## src/design/current_monitor_regs.svh

```systemverilog
`ifndef CURRENT_MONITOR_REGS_SVH
`define CURRENT_MONITOR_REGS_SVH

// register offsets
`define LV_CURRENT_CFG_FAST_FILTER_ADDR 8'h34
`define LV_CURRENT_CFG_TRIP_ADDR 8'h35
`define HV_CURRENT_CFG_FAST_FILTER_ADDR 8'h36
`define HV_CURRENT_CFG_TRIP_ADDR 8'h37

// field positions, first byte
`define QUICK_TRIP_LEVEL_MSB 7
`define QUICK_TRIP_LEVEL_LSB 5
`define DEGLITCH_SKIP_BIT 4
`define WINDOW_COMPARE_ON_BIT 3
`define LOW_SIDE_SENSING_BIT 2

// field positions, second byte
`define FIRST_LEVEL_LSB 6
`define SECOND_LEVEL_LSB 4
`define FIRST_GAIN_LSB 2
`define SECOND_GAIN_LSB 0

// writable masks, fixed bits read zero
`define LV_FAST_FILTER_MASK 8'hFC
`define HV_FAST_FILTER_MASK 8'hF8
`define TRIP_MASK 8'hFF

// reset values
`define LV_FAST_FILTER_RESET 8'h00
`define HV_FAST_FILTER_RESET 8'h00
`define TRIP_RESET 8'h00

`endif

```

## src/design/current_monitor_pkg.sv

```systemverilog
package current_monitor_pkg;

   // trip level in units of 0.5 mV differential
   typedef logic [9:0] trip_halfmv_t;

   typedef enum logic [1:0] {
      GAIN_100 = 2'b00,
      GAIN_50 = 2'b01,
      GAIN_25 = 2'b10,
      GAIN_10 = 2'b11
   } gain_code_e;

   typedef struct packed {
      logic [2:0] quick_trip_level;
      logic deglitch_skip;
      logic window_compare_on;
      logic low_side_sensing;
      logic [1:0] first_comparator_level;
      logic [1:0] second_comparator_level;
      logic [1:0] first_gain;
      logic [1:0] second_gain;
   } channel_cfg_s;

endpackage

```

## src/design/channel_cfg_if.sv

```systemverilog
`timescale 1ns/10ps
interface channel_cfg_if;
   current_monitor_pkg::channel_cfg_s cfg;
   current_monitor_pkg::trip_halfmv_t first_trip;
   current_monitor_pkg::trip_halfmv_t second_trip;
   modport bank (output cfg, input first_trip, input second_trip);
   modport decode (input cfg, output first_trip, output second_trip);
endinterface

```

## src/design/current_trip_decode.sv

```systemverilog
`timescale 1ns/10ps
module current_trip_decode (
   // settings in, trip levels out
   channel_cfg_if.decode ch
);

   function automatic current_monitor_pkg::trip_halfmv_t trip_lookup(
      input logic [1:0] level,
      input logic [1:0] gain
   );
      logic [3:0] sel;
      sel = {level, gain};
      case (sel)
         4'h0: trip_lookup = 10'h010;
         4'h1: trip_lookup = 10'h01F;
         4'h2: trip_lookup = 10'h03D;
         4'h3: trip_lookup = 10'h096;
         4'h4: trip_lookup = 10'h015;
         4'h5: trip_lookup = 10'h029;
         4'h6: trip_lookup = 10'h051;
         4'h7: trip_lookup = 10'h0C8;
         4'h8: trip_lookup = 10'h01D;
         4'h9: trip_lookup = 10'h039;
         4'hA: trip_lookup = 10'h071;
         4'hB: trip_lookup = 10'h118;
         4'hC: trip_lookup = 10'h028;
         4'hD: trip_lookup = 10'h04E;
         4'hE: trip_lookup = 10'h09A;
         4'hF: trip_lookup = 10'h17C;
         default: trip_lookup = 10'h000;
      endcase
   endfunction

   // same table for both channels, one instance each
   assign ch.first_trip = trip_lookup(ch.cfg.first_comparator_level, ch.cfg.first_gain);
   assign ch.second_trip = trip_lookup(ch.cfg.second_comparator_level, ch.cfg.second_gain);

endmodule // current_trip_decode

```

## src/design/current_monitor_config.sv

```systemverilog
`timescale 1ns/10ps
`include "current_monitor_regs.svh"

// Functional notes
// - lv first byte: quick level 7:5, skip 4, window 3, low-side 2, 1:0 zero.
// - hv first byte same layout; bit 2 unused; bits 2:0 zero.
// - second byte: first level 7:6, second 5:4, first gain 3:2, second gain 1:0.
// - level and gain select trip voltage; same decode both channels.
// - comparator outputs deglitched unless skip bit is one.
// - window bit turns window comparison off at 0, on at 1.
// - low-side sensing only on lv channel; bit enables it.
// - trip points, filter and window writable by host over serial bus.
module current_monitor_config #(
   parameter int FILTER_DEPTH = 4
) (
   // clock and reset
   input wire logic CLK,
   input wire logic RST_B,
   // register port from serial host engine
   input wire logic [7:0] REG_ADDR,
   input wire logic [7:0] REG_WDATA,
   input wire logic REG_WR,
   input wire logic REG_RD,
   output logic [7:0] REG_RDATA,
   output logic REG_HIT,
   // raw comparator outputs: [0] first, [1] second
   input wire logic [1:0] LV_CMP_RAW,
   input wire logic [1:0] HV_CMP_RAW,
   // filtered comparator outputs
   output logic [1:0] LV_CMP,
   output logic [1:0] HV_CMP,
   // settings to analog front end
   output logic [2:0] LV_QUICK_TRIP_LEVEL,
   output logic [2:0] HV_QUICK_TRIP_LEVEL,
   output logic LV_WINDOW_COMPARE_ON,
   output logic HV_WINDOW_COMPARE_ON,
   output logic LV_LOW_SIDE_SENSING,
   output logic [9:0] LV_FIRST_TRIP,
   output logic [9:0] LV_SECOND_TRIP,
   output logic [9:0] HV_FIRST_TRIP,
   output logic [9:0] HV_SECOND_TRIP
);

   localparam int CW = $clog2(FILTER_DEPTH + 1);

   logic [7:0] lv_current_cfg_fast_filter;
   logic [7:0] lv_current_cfg_trip;
   logic [7:0] hv_current_cfg_fast_filter;
   logic [7:0] hv_current_cfg_trip;
   logic [7:0] next_rdata;
   logic hit;

   channel_cfg_if lv_ch ();
   channel_cfg_if hv_ch ();

   function automatic current_monitor_pkg::channel_cfg_s unpack_cfg(
      input logic [7:0] b0,
      input logic [7:0] b1
   );
      current_monitor_pkg::channel_cfg_s c;
      c.quick_trip_level = b0[`QUICK_TRIP_LEVEL_MSB:`QUICK_TRIP_LEVEL_LSB];
      c.deglitch_skip = b0[`DEGLITCH_SKIP_BIT];
      c.window_compare_on = b0[`WINDOW_COMPARE_ON_BIT];
      c.low_side_sensing = b0[`LOW_SIDE_SENSING_BIT];
      c.first_comparator_level = b1[`FIRST_LEVEL_LSB +: 2];
      c.second_comparator_level = b1[`SECOND_LEVEL_LSB +: 2];
      c.first_gain = b1[`FIRST_GAIN_LSB +: 2];
      c.second_gain = b1[`SECOND_GAIN_LSB +: 2];
      return c;
   endfunction

   ////////////////////////////////////////////////////////////////////////////
   // register writes

   always_ff @(posedge CLK or negedge RST_B) begin
      if (!RST_B) begin
         lv_current_cfg_fast_filter <= `LV_FAST_FILTER_RESET;
         lv_current_cfg_trip <= `TRIP_RESET;
         hv_current_cfg_fast_filter <= `HV_FAST_FILTER_RESET;
         hv_current_cfg_trip <= `TRIP_RESET;
      end else if (REG_WR) begin
         case (REG_ADDR)
            `LV_CURRENT_CFG_FAST_FILTER_ADDR: begin
               lv_current_cfg_fast_filter <= REG_WDATA & `LV_FAST_FILTER_MASK;
            end
            `LV_CURRENT_CFG_TRIP_ADDR: begin
               lv_current_cfg_trip <= REG_WDATA & `TRIP_MASK;
            end
            `HV_CURRENT_CFG_FAST_FILTER_ADDR: begin
               hv_current_cfg_fast_filter <= REG_WDATA & `HV_FAST_FILTER_MASK;
            end
            `HV_CURRENT_CFG_TRIP_ADDR: begin
               hv_current_cfg_trip <= REG_WDATA & `TRIP_MASK;
            end
            default: begin
            end
         endcase
      end
   end

   ////////////////////////////////////////////////////////////////////////////
   // register reads

   always_comb begin
      hit = 1'b1;
      case (REG_ADDR)
         `LV_CURRENT_CFG_FAST_FILTER_ADDR: next_rdata = lv_current_cfg_fast_filter;
         `LV_CURRENT_CFG_TRIP_ADDR: next_rdata = lv_current_cfg_trip;
         `HV_CURRENT_CFG_FAST_FILTER_ADDR: next_rdata = hv_current_cfg_fast_filter;
         `HV_CURRENT_CFG_TRIP_ADDR: next_rdata = hv_current_cfg_trip;
         default: begin
            next_rdata = 8'h00;
            hit = 1'b0;
         end
      endcase
   end

   // read data held until next read so the host engine can shift it out
   always_ff @(posedge CLK or negedge RST_B) begin
      if (!RST_B) begin
         REG_RDATA <= 8'h00;
      end else if (REG_RD) begin
         REG_RDATA <= next_rdata;
      end
   end

   assign REG_HIT = hit;

   ////////////////////////////////////////////////////////////////////////////
   // decoded settings

   assign lv_ch.cfg = unpack_cfg(lv_current_cfg_fast_filter, lv_current_cfg_trip);
   assign hv_ch.cfg = unpack_cfg(hv_current_cfg_fast_filter, hv_current_cfg_trip);

   current_trip_decode u_lv_decode (
      .ch(lv_ch.decode)
   );

   current_trip_decode u_hv_decode (
      .ch(hv_ch.decode)
   );

   assign LV_FIRST_TRIP = lv_ch.first_trip;
   assign LV_SECOND_TRIP = lv_ch.second_trip;
   assign HV_FIRST_TRIP = hv_ch.first_trip;
   assign HV_SECOND_TRIP = hv_ch.second_trip;
   assign LV_QUICK_TRIP_LEVEL = lv_ch.cfg.quick_trip_level;
   assign HV_QUICK_TRIP_LEVEL = hv_ch.cfg.quick_trip_level;
   assign LV_WINDOW_COMPARE_ON = lv_ch.cfg.window_compare_on;
   assign HV_WINDOW_COMPARE_ON = hv_ch.cfg.window_compare_on;
   assign LV_LOW_SIDE_SENSING = lv_ch.cfg.low_side_sensing;

   ////////////////////////////////////////////////////////////////////////////
   // glitch filters: output follows input only after FILTER_DEPTH stable cycles

   logic [1:0] raw [2];
   logic [1:0] skip;
   logic [1:0] filt [2];
   logic [CW-1:0] cnt [2][2];

   assign raw[0] = LV_CMP_RAW;
   assign raw[1] = HV_CMP_RAW;
   assign skip[0] = lv_ch.cfg.deglitch_skip;
   assign skip[1] = hv_ch.cfg.deglitch_skip;

   always_ff @(posedge CLK or negedge RST_B) begin
      if (!RST_B) begin
         for (int c = 0; c < 2; c++) begin
            filt[c] <= 2'b00;
            for (int k = 0; k < 2; k++) begin
               cnt[c][k] <= '0;
            end
         end
      end else begin
         for (int c = 0; c < 2; c++) begin
            for (int k = 0; k < 2; k++) begin
               if (raw[c][k] == filt[c][k]) begin
                  cnt[c][k] <= '0;
               end else if (cnt[c][k] == CW'(FILTER_DEPTH - 1)) begin
                  filt[c][k] <= raw[c][k];
                  cnt[c][k] <= '0;
               end else begin
                  cnt[c][k] <= cnt[c][k] + 1'b1;
               end
            end
         end
      end
   end

   // bypass is combinational so a skipped filter adds no latency
   assign LV_CMP = skip[0] ? raw[0] : filt[0];
   assign HV_CMP = skip[1] ? raw[1] : filt[1];

   ////////////////////////////////////////////////////////////////////////////
   // checks

   a_hv_unused_zero: assert property (@(posedge CLK) disable iff (!RST_B)
      hv_current_cfg_fast_filter[2:0] == 3'b000)
      else $error("hv fixed bits not zero");

   a_lv_fixed_zero: assert property (@(posedge CLK) disable iff (!RST_B)
      lv_current_cfg_fast_filter[1:0] == 2'b00)
      else $error("lv fixed bits not zero");

   a_write_trip_lands: assert property (@(posedge CLK) disable iff (!RST_B)
      (REG_WR && REG_ADDR == `LV_CURRENT_CFG_TRIP_ADDR)
      |=> lv_current_cfg_trip == $past(REG_WDATA))
      else $error("lv trip write lost");

   a_window_follow: assert property (@(posedge CLK) disable iff (!RST_B)
      (REG_WR && REG_ADDR == `HV_CURRENT_CFG_FAST_FILTER_ADDR)
      |=> HV_WINDOW_COMPARE_ON == $past(REG_WDATA[3]))
      else $error("hv window bit not applied");

   a_low_side_write: assert property (@(posedge CLK) disable iff (!RST_B)
      (REG_WR && REG_ADDR == `LV_CURRENT_CFG_FAST_FILTER_ADDR)
      |=> LV_LOW_SIDE_SENSING == $past(REG_WDATA[2]))
      else $error("low side bit not applied");

   a_trip_corner: assert property (@(posedge CLK) disable iff (!RST_B)
      (lv_current_cfg_trip[7:6] == 2'b11 && lv_current_cfg_trip[3:2] == 2'b11)
      |-> LV_FIRST_TRIP == 10'h17C)
      else $error("190 mV corner wrong");

   a_bypass_direct: assert property (@(posedge CLK) disable iff (!RST_B)
      skip[0] |-> LV_CMP == LV_CMP_RAW)
      else $error("bypass not direct");

   a_filter_holds: assert property (@(posedge CLK) disable iff (!RST_B)
      (!skip[1] && $changed(HV_CMP_RAW[0]) && HV_CMP_RAW[0] != filt[1][0])
      |=> HV_CMP[0] == $past(HV_CMP[0]) || skip[1])
      else $error("glitch passed filter");

   a_read_unmapped: assert property (@(posedge CLK) disable iff (!RST_B)
      (REG_RD && !hit) |=> REG_RDATA == 8'h00)
      else $error("unmapped read not zero");

   // write, read, decode and filter checks

   a_lv_first_lands: assert property (@(posedge CLK) disable iff (!RST_B)
      (REG_WR && REG_ADDR == `LV_CURRENT_CFG_FAST_FILTER_ADDR)
      |=> lv_current_cfg_fast_filter == ($past(REG_WDATA) & `LV_FAST_FILTER_MASK))
      else $error("lv first byte write lost");

   a_hv_first_lands: assert property (@(posedge CLK) disable iff (!RST_B)
      (REG_WR && REG_ADDR == `HV_CURRENT_CFG_FAST_FILTER_ADDR)
      |=> hv_current_cfg_fast_filter == ($past(REG_WDATA) & `HV_FAST_FILTER_MASK))
      else $error("hv first byte write lost");

   a_hv_trip_lands: assert property (@(posedge CLK) disable iff (!RST_B)
      (REG_WR && REG_ADDR == `HV_CURRENT_CFG_TRIP_ADDR)
      |=> hv_current_cfg_trip == $past(REG_WDATA))
      else $error("hv trip write lost");

   a_lv_window_follow: assert property (@(posedge CLK) disable iff (!RST_B)
      (REG_WR && REG_ADDR == `LV_CURRENT_CFG_FAST_FILTER_ADDR)
      |=> LV_WINDOW_COMPARE_ON == $past(REG_WDATA[`WINDOW_COMPARE_ON_BIT]))
      else $error("lv window bit not applied");

   a_skip_follow: assert property (@(posedge CLK) disable iff (!RST_B)
      (REG_WR && REG_ADDR == `LV_CURRENT_CFG_FAST_FILTER_ADDR)
      |=> skip[0] == $past(REG_WDATA[`DEGLITCH_SKIP_BIT]))
      else $error("lv skip bit not applied");

   a_quick_level_follow: assert property (@(posedge CLK) disable iff (!RST_B)
      (REG_WR && REG_ADDR == `HV_CURRENT_CFG_FAST_FILTER_ADDR)
      |=> HV_QUICK_TRIP_LEVEL == $past(REG_WDATA[`QUICK_TRIP_LEVEL_MSB:`QUICK_TRIP_LEVEL_LSB]))
      else $error("hv quick level not applied");

   a_no_stray_write: assert property (@(posedge CLK) disable iff (!RST_B)
      !(REG_WR && hit) |=> $stable(lv_current_cfg_fast_filter) && $stable(lv_current_cfg_trip)
         && $stable(hv_current_cfg_fast_filter) && $stable(hv_current_cfg_trip))
      else $error("register changed without a mapped write");

   a_read_hv_first: assert property (@(posedge CLK) disable iff (!RST_B)
      (REG_RD && REG_ADDR == `HV_CURRENT_CFG_FAST_FILTER_ADDR)
      |=> REG_RDATA == $past(hv_current_cfg_fast_filter) && REG_RDATA[2:0] == 3'b000)
      else $error("hv first byte read wrong");

   a_rdata_holds: assert property (@(posedge CLK) disable iff (!RST_B)
      !REG_RD |=> $stable(REG_RDATA))
      else $error("read data moved without a read");

   a_filter_settles: assert property (@(posedge CLK) disable iff (!RST_B)
      $changed(filt[0][0]) |-> $past(cnt[0][0]) == CW'(FILTER_DEPTH - 1))
      else $error("filter output moved early");

   a_trip_floor: assert property (@(posedge CLK) disable iff (!RST_B)
      (lv_current_cfg_trip[7:6] == 2'b00 && lv_current_cfg_trip[3:2] == 2'b00)
      |-> LV_FIRST_TRIP == 10'h010)
      else $error("8 mV corner wrong");

   a_hv_trip_corner: assert property (@(posedge CLK) disable iff (!RST_B)
      (hv_current_cfg_trip[5:4] == 2'b11 && hv_current_cfg_trip[1:0] == 2'b11)
      |-> HV_SECOND_TRIP == 10'h17C)
      else $error("hv second 190 mV corner wrong");

   a_lv_second_trip: assert property (@(posedge CLK) disable iff (!RST_B)
      (lv_current_cfg_trip[5:4] == 2'b01 && lv_current_cfg_trip[1:0] == 2'b10)
      |-> LV_SECOND_TRIP == 10'h051)
      else $error("lv second trip decode wrong");

   a_hit_decode: assert property (@(posedge CLK) disable iff (!RST_B)
      hit == (REG_ADDR >= `LV_CURRENT_CFG_FAST_FILTER_ADDR && REG_ADDR <= `HV_CURRENT_CFG_TRIP_ADDR))
      else $error("address hit decode wrong");

endmodule // current_monitor_config

```

## config.mk

```make
export PLATFORM = sky130hd
export DESIGN_NAME = current_monitor_config
export DESIGN_NICKNAME = d
export VERILOG_FILES = /design/src/design/current_monitor_pkg.sv /design/src/design/channel_cfg_if.sv /design/src/design/current_trip_decode.sv /design/src/design/current_monitor_config.sv
export VERILOG_INCLUDE_DIRS = /design/src /design/src/design
export SDC_FILE = /design/constraint.sdc
export NUM_CORES = 1
export LEC_CHECK = 0
export BUFFER_PORTS_ARGS = -buffer_cell sky130_fd_sc_hd__buf_2
export CORE_MARGIN = 2
export CORE_UTILIZATION = 50
export CTS_CLUSTER_SIZE = 8
export DETAILED_ROUTE_END_ITERATION = 16
export PLACE_DENSITY_LB_ADDON = 0.05
export SLEW_MARGIN = 30
export SYNTH_ARGS = -nofsm -noshare
export SYNTH_HDL_FRONTEND = slang
export SYNTH_SLANG_ARGS = --single-unit
```

## constraint.sdc

```tcl
create_clock -name CLK -period 2.8 [get_ports CLK]
set_input_delay 0.14 -clock CLK [delete_from_list [all_inputs] [get_ports CLK]]
set_output_delay 0.14 -clock CLK [all_outputs]
set_load 0.02 [all_outputs]
```

==> results_dict.tcl <==
set metrics [dict create \
    ioPinCount 86 \
    whs_endpoint "lv_current_cfg_trip[0]$_DFFE_PN0P_" \
    power_frac_clock 0.287 \
    sw_frac_of_total 0.305 \
    ant_nets 0 \
    coreArea_sq_um 6420 \
    crit_type "reg2out" \
    status "finished, final reports clean" \
    gp_congestion 0.787 \
    path_max_fanout 9 \
    clock_skew_ns 0.00502 \
    die_x_um 85.9 \
    dieArea_sq_um 7380 \
    slew_viol_final 0 \
    ys_seq_area_frac 0.380 \
    start_util 0.523 \
    post-dp-hpwl_mm 5.01 \
    synth_top_area_frac 0.380 \
    drt-total-wl_mm 6.79 \
    drive_gt1_frac 0.371 \
    grt_util_all_layers 0.188 \
    synthAdderAreaFrac 0.104 \
    period_share 0.790 \
    htreeDepth 2 \
    clockBufferDepth 2 \
    grt_pass1_vias 2181 \
    numCtsBuffers 5 \
    viasPerCell 5.35 \
    cts_tree "yes" \
    power.density_nw_per_um2 535 \
    hold_viol 0 \
    p_int_uw 1440 \
    setup_tns_ns 0 \
    cp.required_ns 2.66 \
    yosys.area.top_type "dfrtp_1" \
    fmax_mhz 452 \
    max-vdd-ir-drop_uv 240 \
    avgRoutedWirePerCell_um 14.7 \
    power.switching_uw 631 \
    leakagePower_uw 0.00190 \
    grt_first_pass_wirelength_mm 10.9 \
    worst_setup_path_end_kind "output port" \
    rsz0062_at_grt "no" \
    clk_pin_slew_ns 0.09 \
    via_count 2472 \
    worst_slew_pin_slew_ns 0.695 \
    syn2layout_area_growth_pct 15.2 \
    dr.pass1.iters 4 \
    synth-xor-area-share 0.0235 \
    post-route-min-period_ns 2.21 \
    n_fill_cell 557 \
    synth_top_family_by_area "multiplexers" \
    holdPathStages 2 \
    io_buffers 81 \
    reg2regPathDepth 2 \
    clock_sinks 51 \
    n_antenna_cell 0 \
    gr-total-overflow 0 \
    drc 0 \
    finalWorstSetupSlack_ns 0.587 \
    nets 436 \
    synthCells 321 \
    power_frac_seq 0.446 \
    maxCapViolations 0 \
    ctsHoldBuffers 1 \
    antenna_found_initial 0 \
    hold_class "in2reg" \
    ys_ff_latch 51 \
    netlist_top_cells_area "dfrtp_1 (38%), mux2_2 (12%), ha_1 (10%)" \
    dieHeight_um 85.9 \
    avgSynthCellArea_sq_um 10.5 \
    yosys_warnings 0 \
    drt_first_iter_violations 78 \
    clockRootBuffer "clkbuf_8" \
    worstHoldStart "REG_WDATA[0]" \
    post_cts_buffers 0 \
    pwr-share-comb 0.268 \
    grt_max_degree 33 \
    rrSetupSlack_ns 1.29 \
    slew_headroom 0.536 \
    p_total_uw 2070 \
    pre_cts_ws_ns 0.693 \
    setup_viol 0 \
    regToRegStartpoint "hv_current_cfg_trip[4]$_DFFE_PN0P_" \
    row_count 29 \
    synth.mux.area_fraction 0.179 \
    yosys.area_share.simple 0.132 \
    synth.distinct_cells 32 \
    post_cts_resized 0 \
    clk_latency_ns 0.30 \
    rr_endpoint "REG_RDATA[4]$_DFFE_PN0P_" \
    startpoint_type "flop" \
    synth_compound_area_frac 0.114 \
    arrival_ns 2.07 \
    synth_area_sq_um 3360 \
]
-- synthesized netlist by cell type --
master / number
nand2b_1: 4
dfrtp_1: 51
nand2_1: 12
o31ai_1: 3
ha_1: 28
or4b_1: 1
o21ai_0: 20
mux2i_1: 7
a211oi_1: 9
a31o_2: 6
mux2_2: 37
a31oi_1: 1
clkbuf_1: 15
nor2b_1: 18
xnor2_1: 9
nand3_1: 11
nor3b_1: 5
nor2_1: 7
buf_2: 1
o211ai_1: 3
and2_1: 4
buf_1: 4
buf_6: 1
a21oi_1: 21
nor3_4: 2
mux4_2: 5
inv_1: 16
o22ai_1: 1
conb_1: 1
nor4_4: 2
nor3_1: 6
buf_4: 10
-- area by class of cell --
type | instances | area (sq um) | area share
Tap cell | 77 | 96.3 | 0.0249
Multi-Input combinational cell | 226 | 1870 | 0.483
Clock buffer | 5 | 68.8 | 0.0178
Timing Repair Buffer | 84 | 430 | 0.111
Sequential cell | 51 | 1280 | 0.330
Clock inverter | 3 | 67.6 | 0.0175
Inverter | 16 | 60.1 | 0.0155
-- worst max-delay path, stage by stage (launching register included) --
cell and delay, ns:
dfrtp_1 0.56, inv_1 0.18, ha_1 0.37, nor2b_1 0.16, a211oi_1 0.24, a31oi_1 0.07, buf_2 0.19
-- cells by family after synthesis --
kind of cell	after synthesis
flops	51
simple gates	72
xor+xnor	9
compound gates	64
fa+ha+maj	28
buf+inv	47
mux	49
other cells	1
-- stage by stage --
step	std cells	area, sq um	utilization	hold slack [ns]
after floorplan	324	3370	-	-0.156
after global placement	453	3720	0.579	0.230
after global routing	462	3870	0.602	0.0823
final	462	3870	0.602	0.0842
after detailed placement	453	3720	0.579	0.227
after CTS	462	3870	0.602	0.0748
-- routing by layer --
layer,up-vias,routed length (um),track usage
met5,-,0,0
met4,0,75,0.0476
met3,8,371,0.0443
met2,59,3070,0.292
met1,1168,3280,0.267
li1,1237,-,-
-- flip-flops by register name, summed over array words and instances (netlist names) --
signal / count
cnt: 12
hv_current_cfg_trip: 8
REG_RDATA: 8
hv_current_cfg_fast_filter: 5
lv_current_cfg_fast_filter: 6
filt: 4
lv_current_cfg_trip: 8
-- power groups by stage --
stage | combinational (uW) | clock [uW] | sequential, uW
floorplan | 439 | 0 | 897
global placement | 549 | 0 | 933
detailed placement | 557 | 0 | 938
CTS | 562 | 612 | 923
global route | 616 | 639 | 941
finish | 554 | 594 | 922
-- how the worst max path moves through the flow --
| stage | startpoint | to | slack, ns | cells past startpoint |
|---|---|---|---|---|
| global placement | REG_ADDR[7] | lv_current_cfg_fast_filter[3]$_DFFE_PN0P_ | 0.73 | 4 |
| CTS | lv_current_cfg_trip[2]$_DFFE_PN0P_ | LV_FIRST_TRIP[3] | 0.59 | 6 |
| detailed placement | REG_ADDR[7] | lv_current_cfg_fast_filter[2]$_DFFE_PN0P_ | 0.69 | 4 |
| global route | lv_current_cfg_trip[2]$_DFFE_PN0P_ | LV_FIRST_TRIP[3] | 0.45 | 6 |
| finish | lv_current_cfg_trip[2]$_DFFE_PN0P_ | LV_FIRST_TRIP[3] | 0.59 | 6 |
| floorplan | hv_current_cfg_trip[2]$_DFFE_PN0P_ | HV_FIRST_TRIP[3] | 1.06 | 5 |
-- cells in the final DEF (no fill, tap or decap) --
cell type       n
buf_4           2
nor3_4          2
xnor2_1         9
mux4_2          5
o21ai_0        20
nor2_1          7
dfrtp_1        51
clkbuf_8        5
nor4_4          2
nand2_1        12
nor2b_1        18
conb_1          4
dlygate4sd3_1   1
inv_1          16
ha_1           28
bufinv_16       2
nand3_1        11
a31o_2          6
and2_1          4
mux2i_1         7
o211ai_1        3
a211oi_1        9
nor3b_1         5
mux2_2         37
a31oi_1         1
o31ai_1         3
o22ai_1         1
clkinvlp_4      1
nand2b_1        4
or4b_1          1
a21oi_1        21
nor3_1          6
buf_2          81
Note: power is estimated with default switching activity, not from simulation.
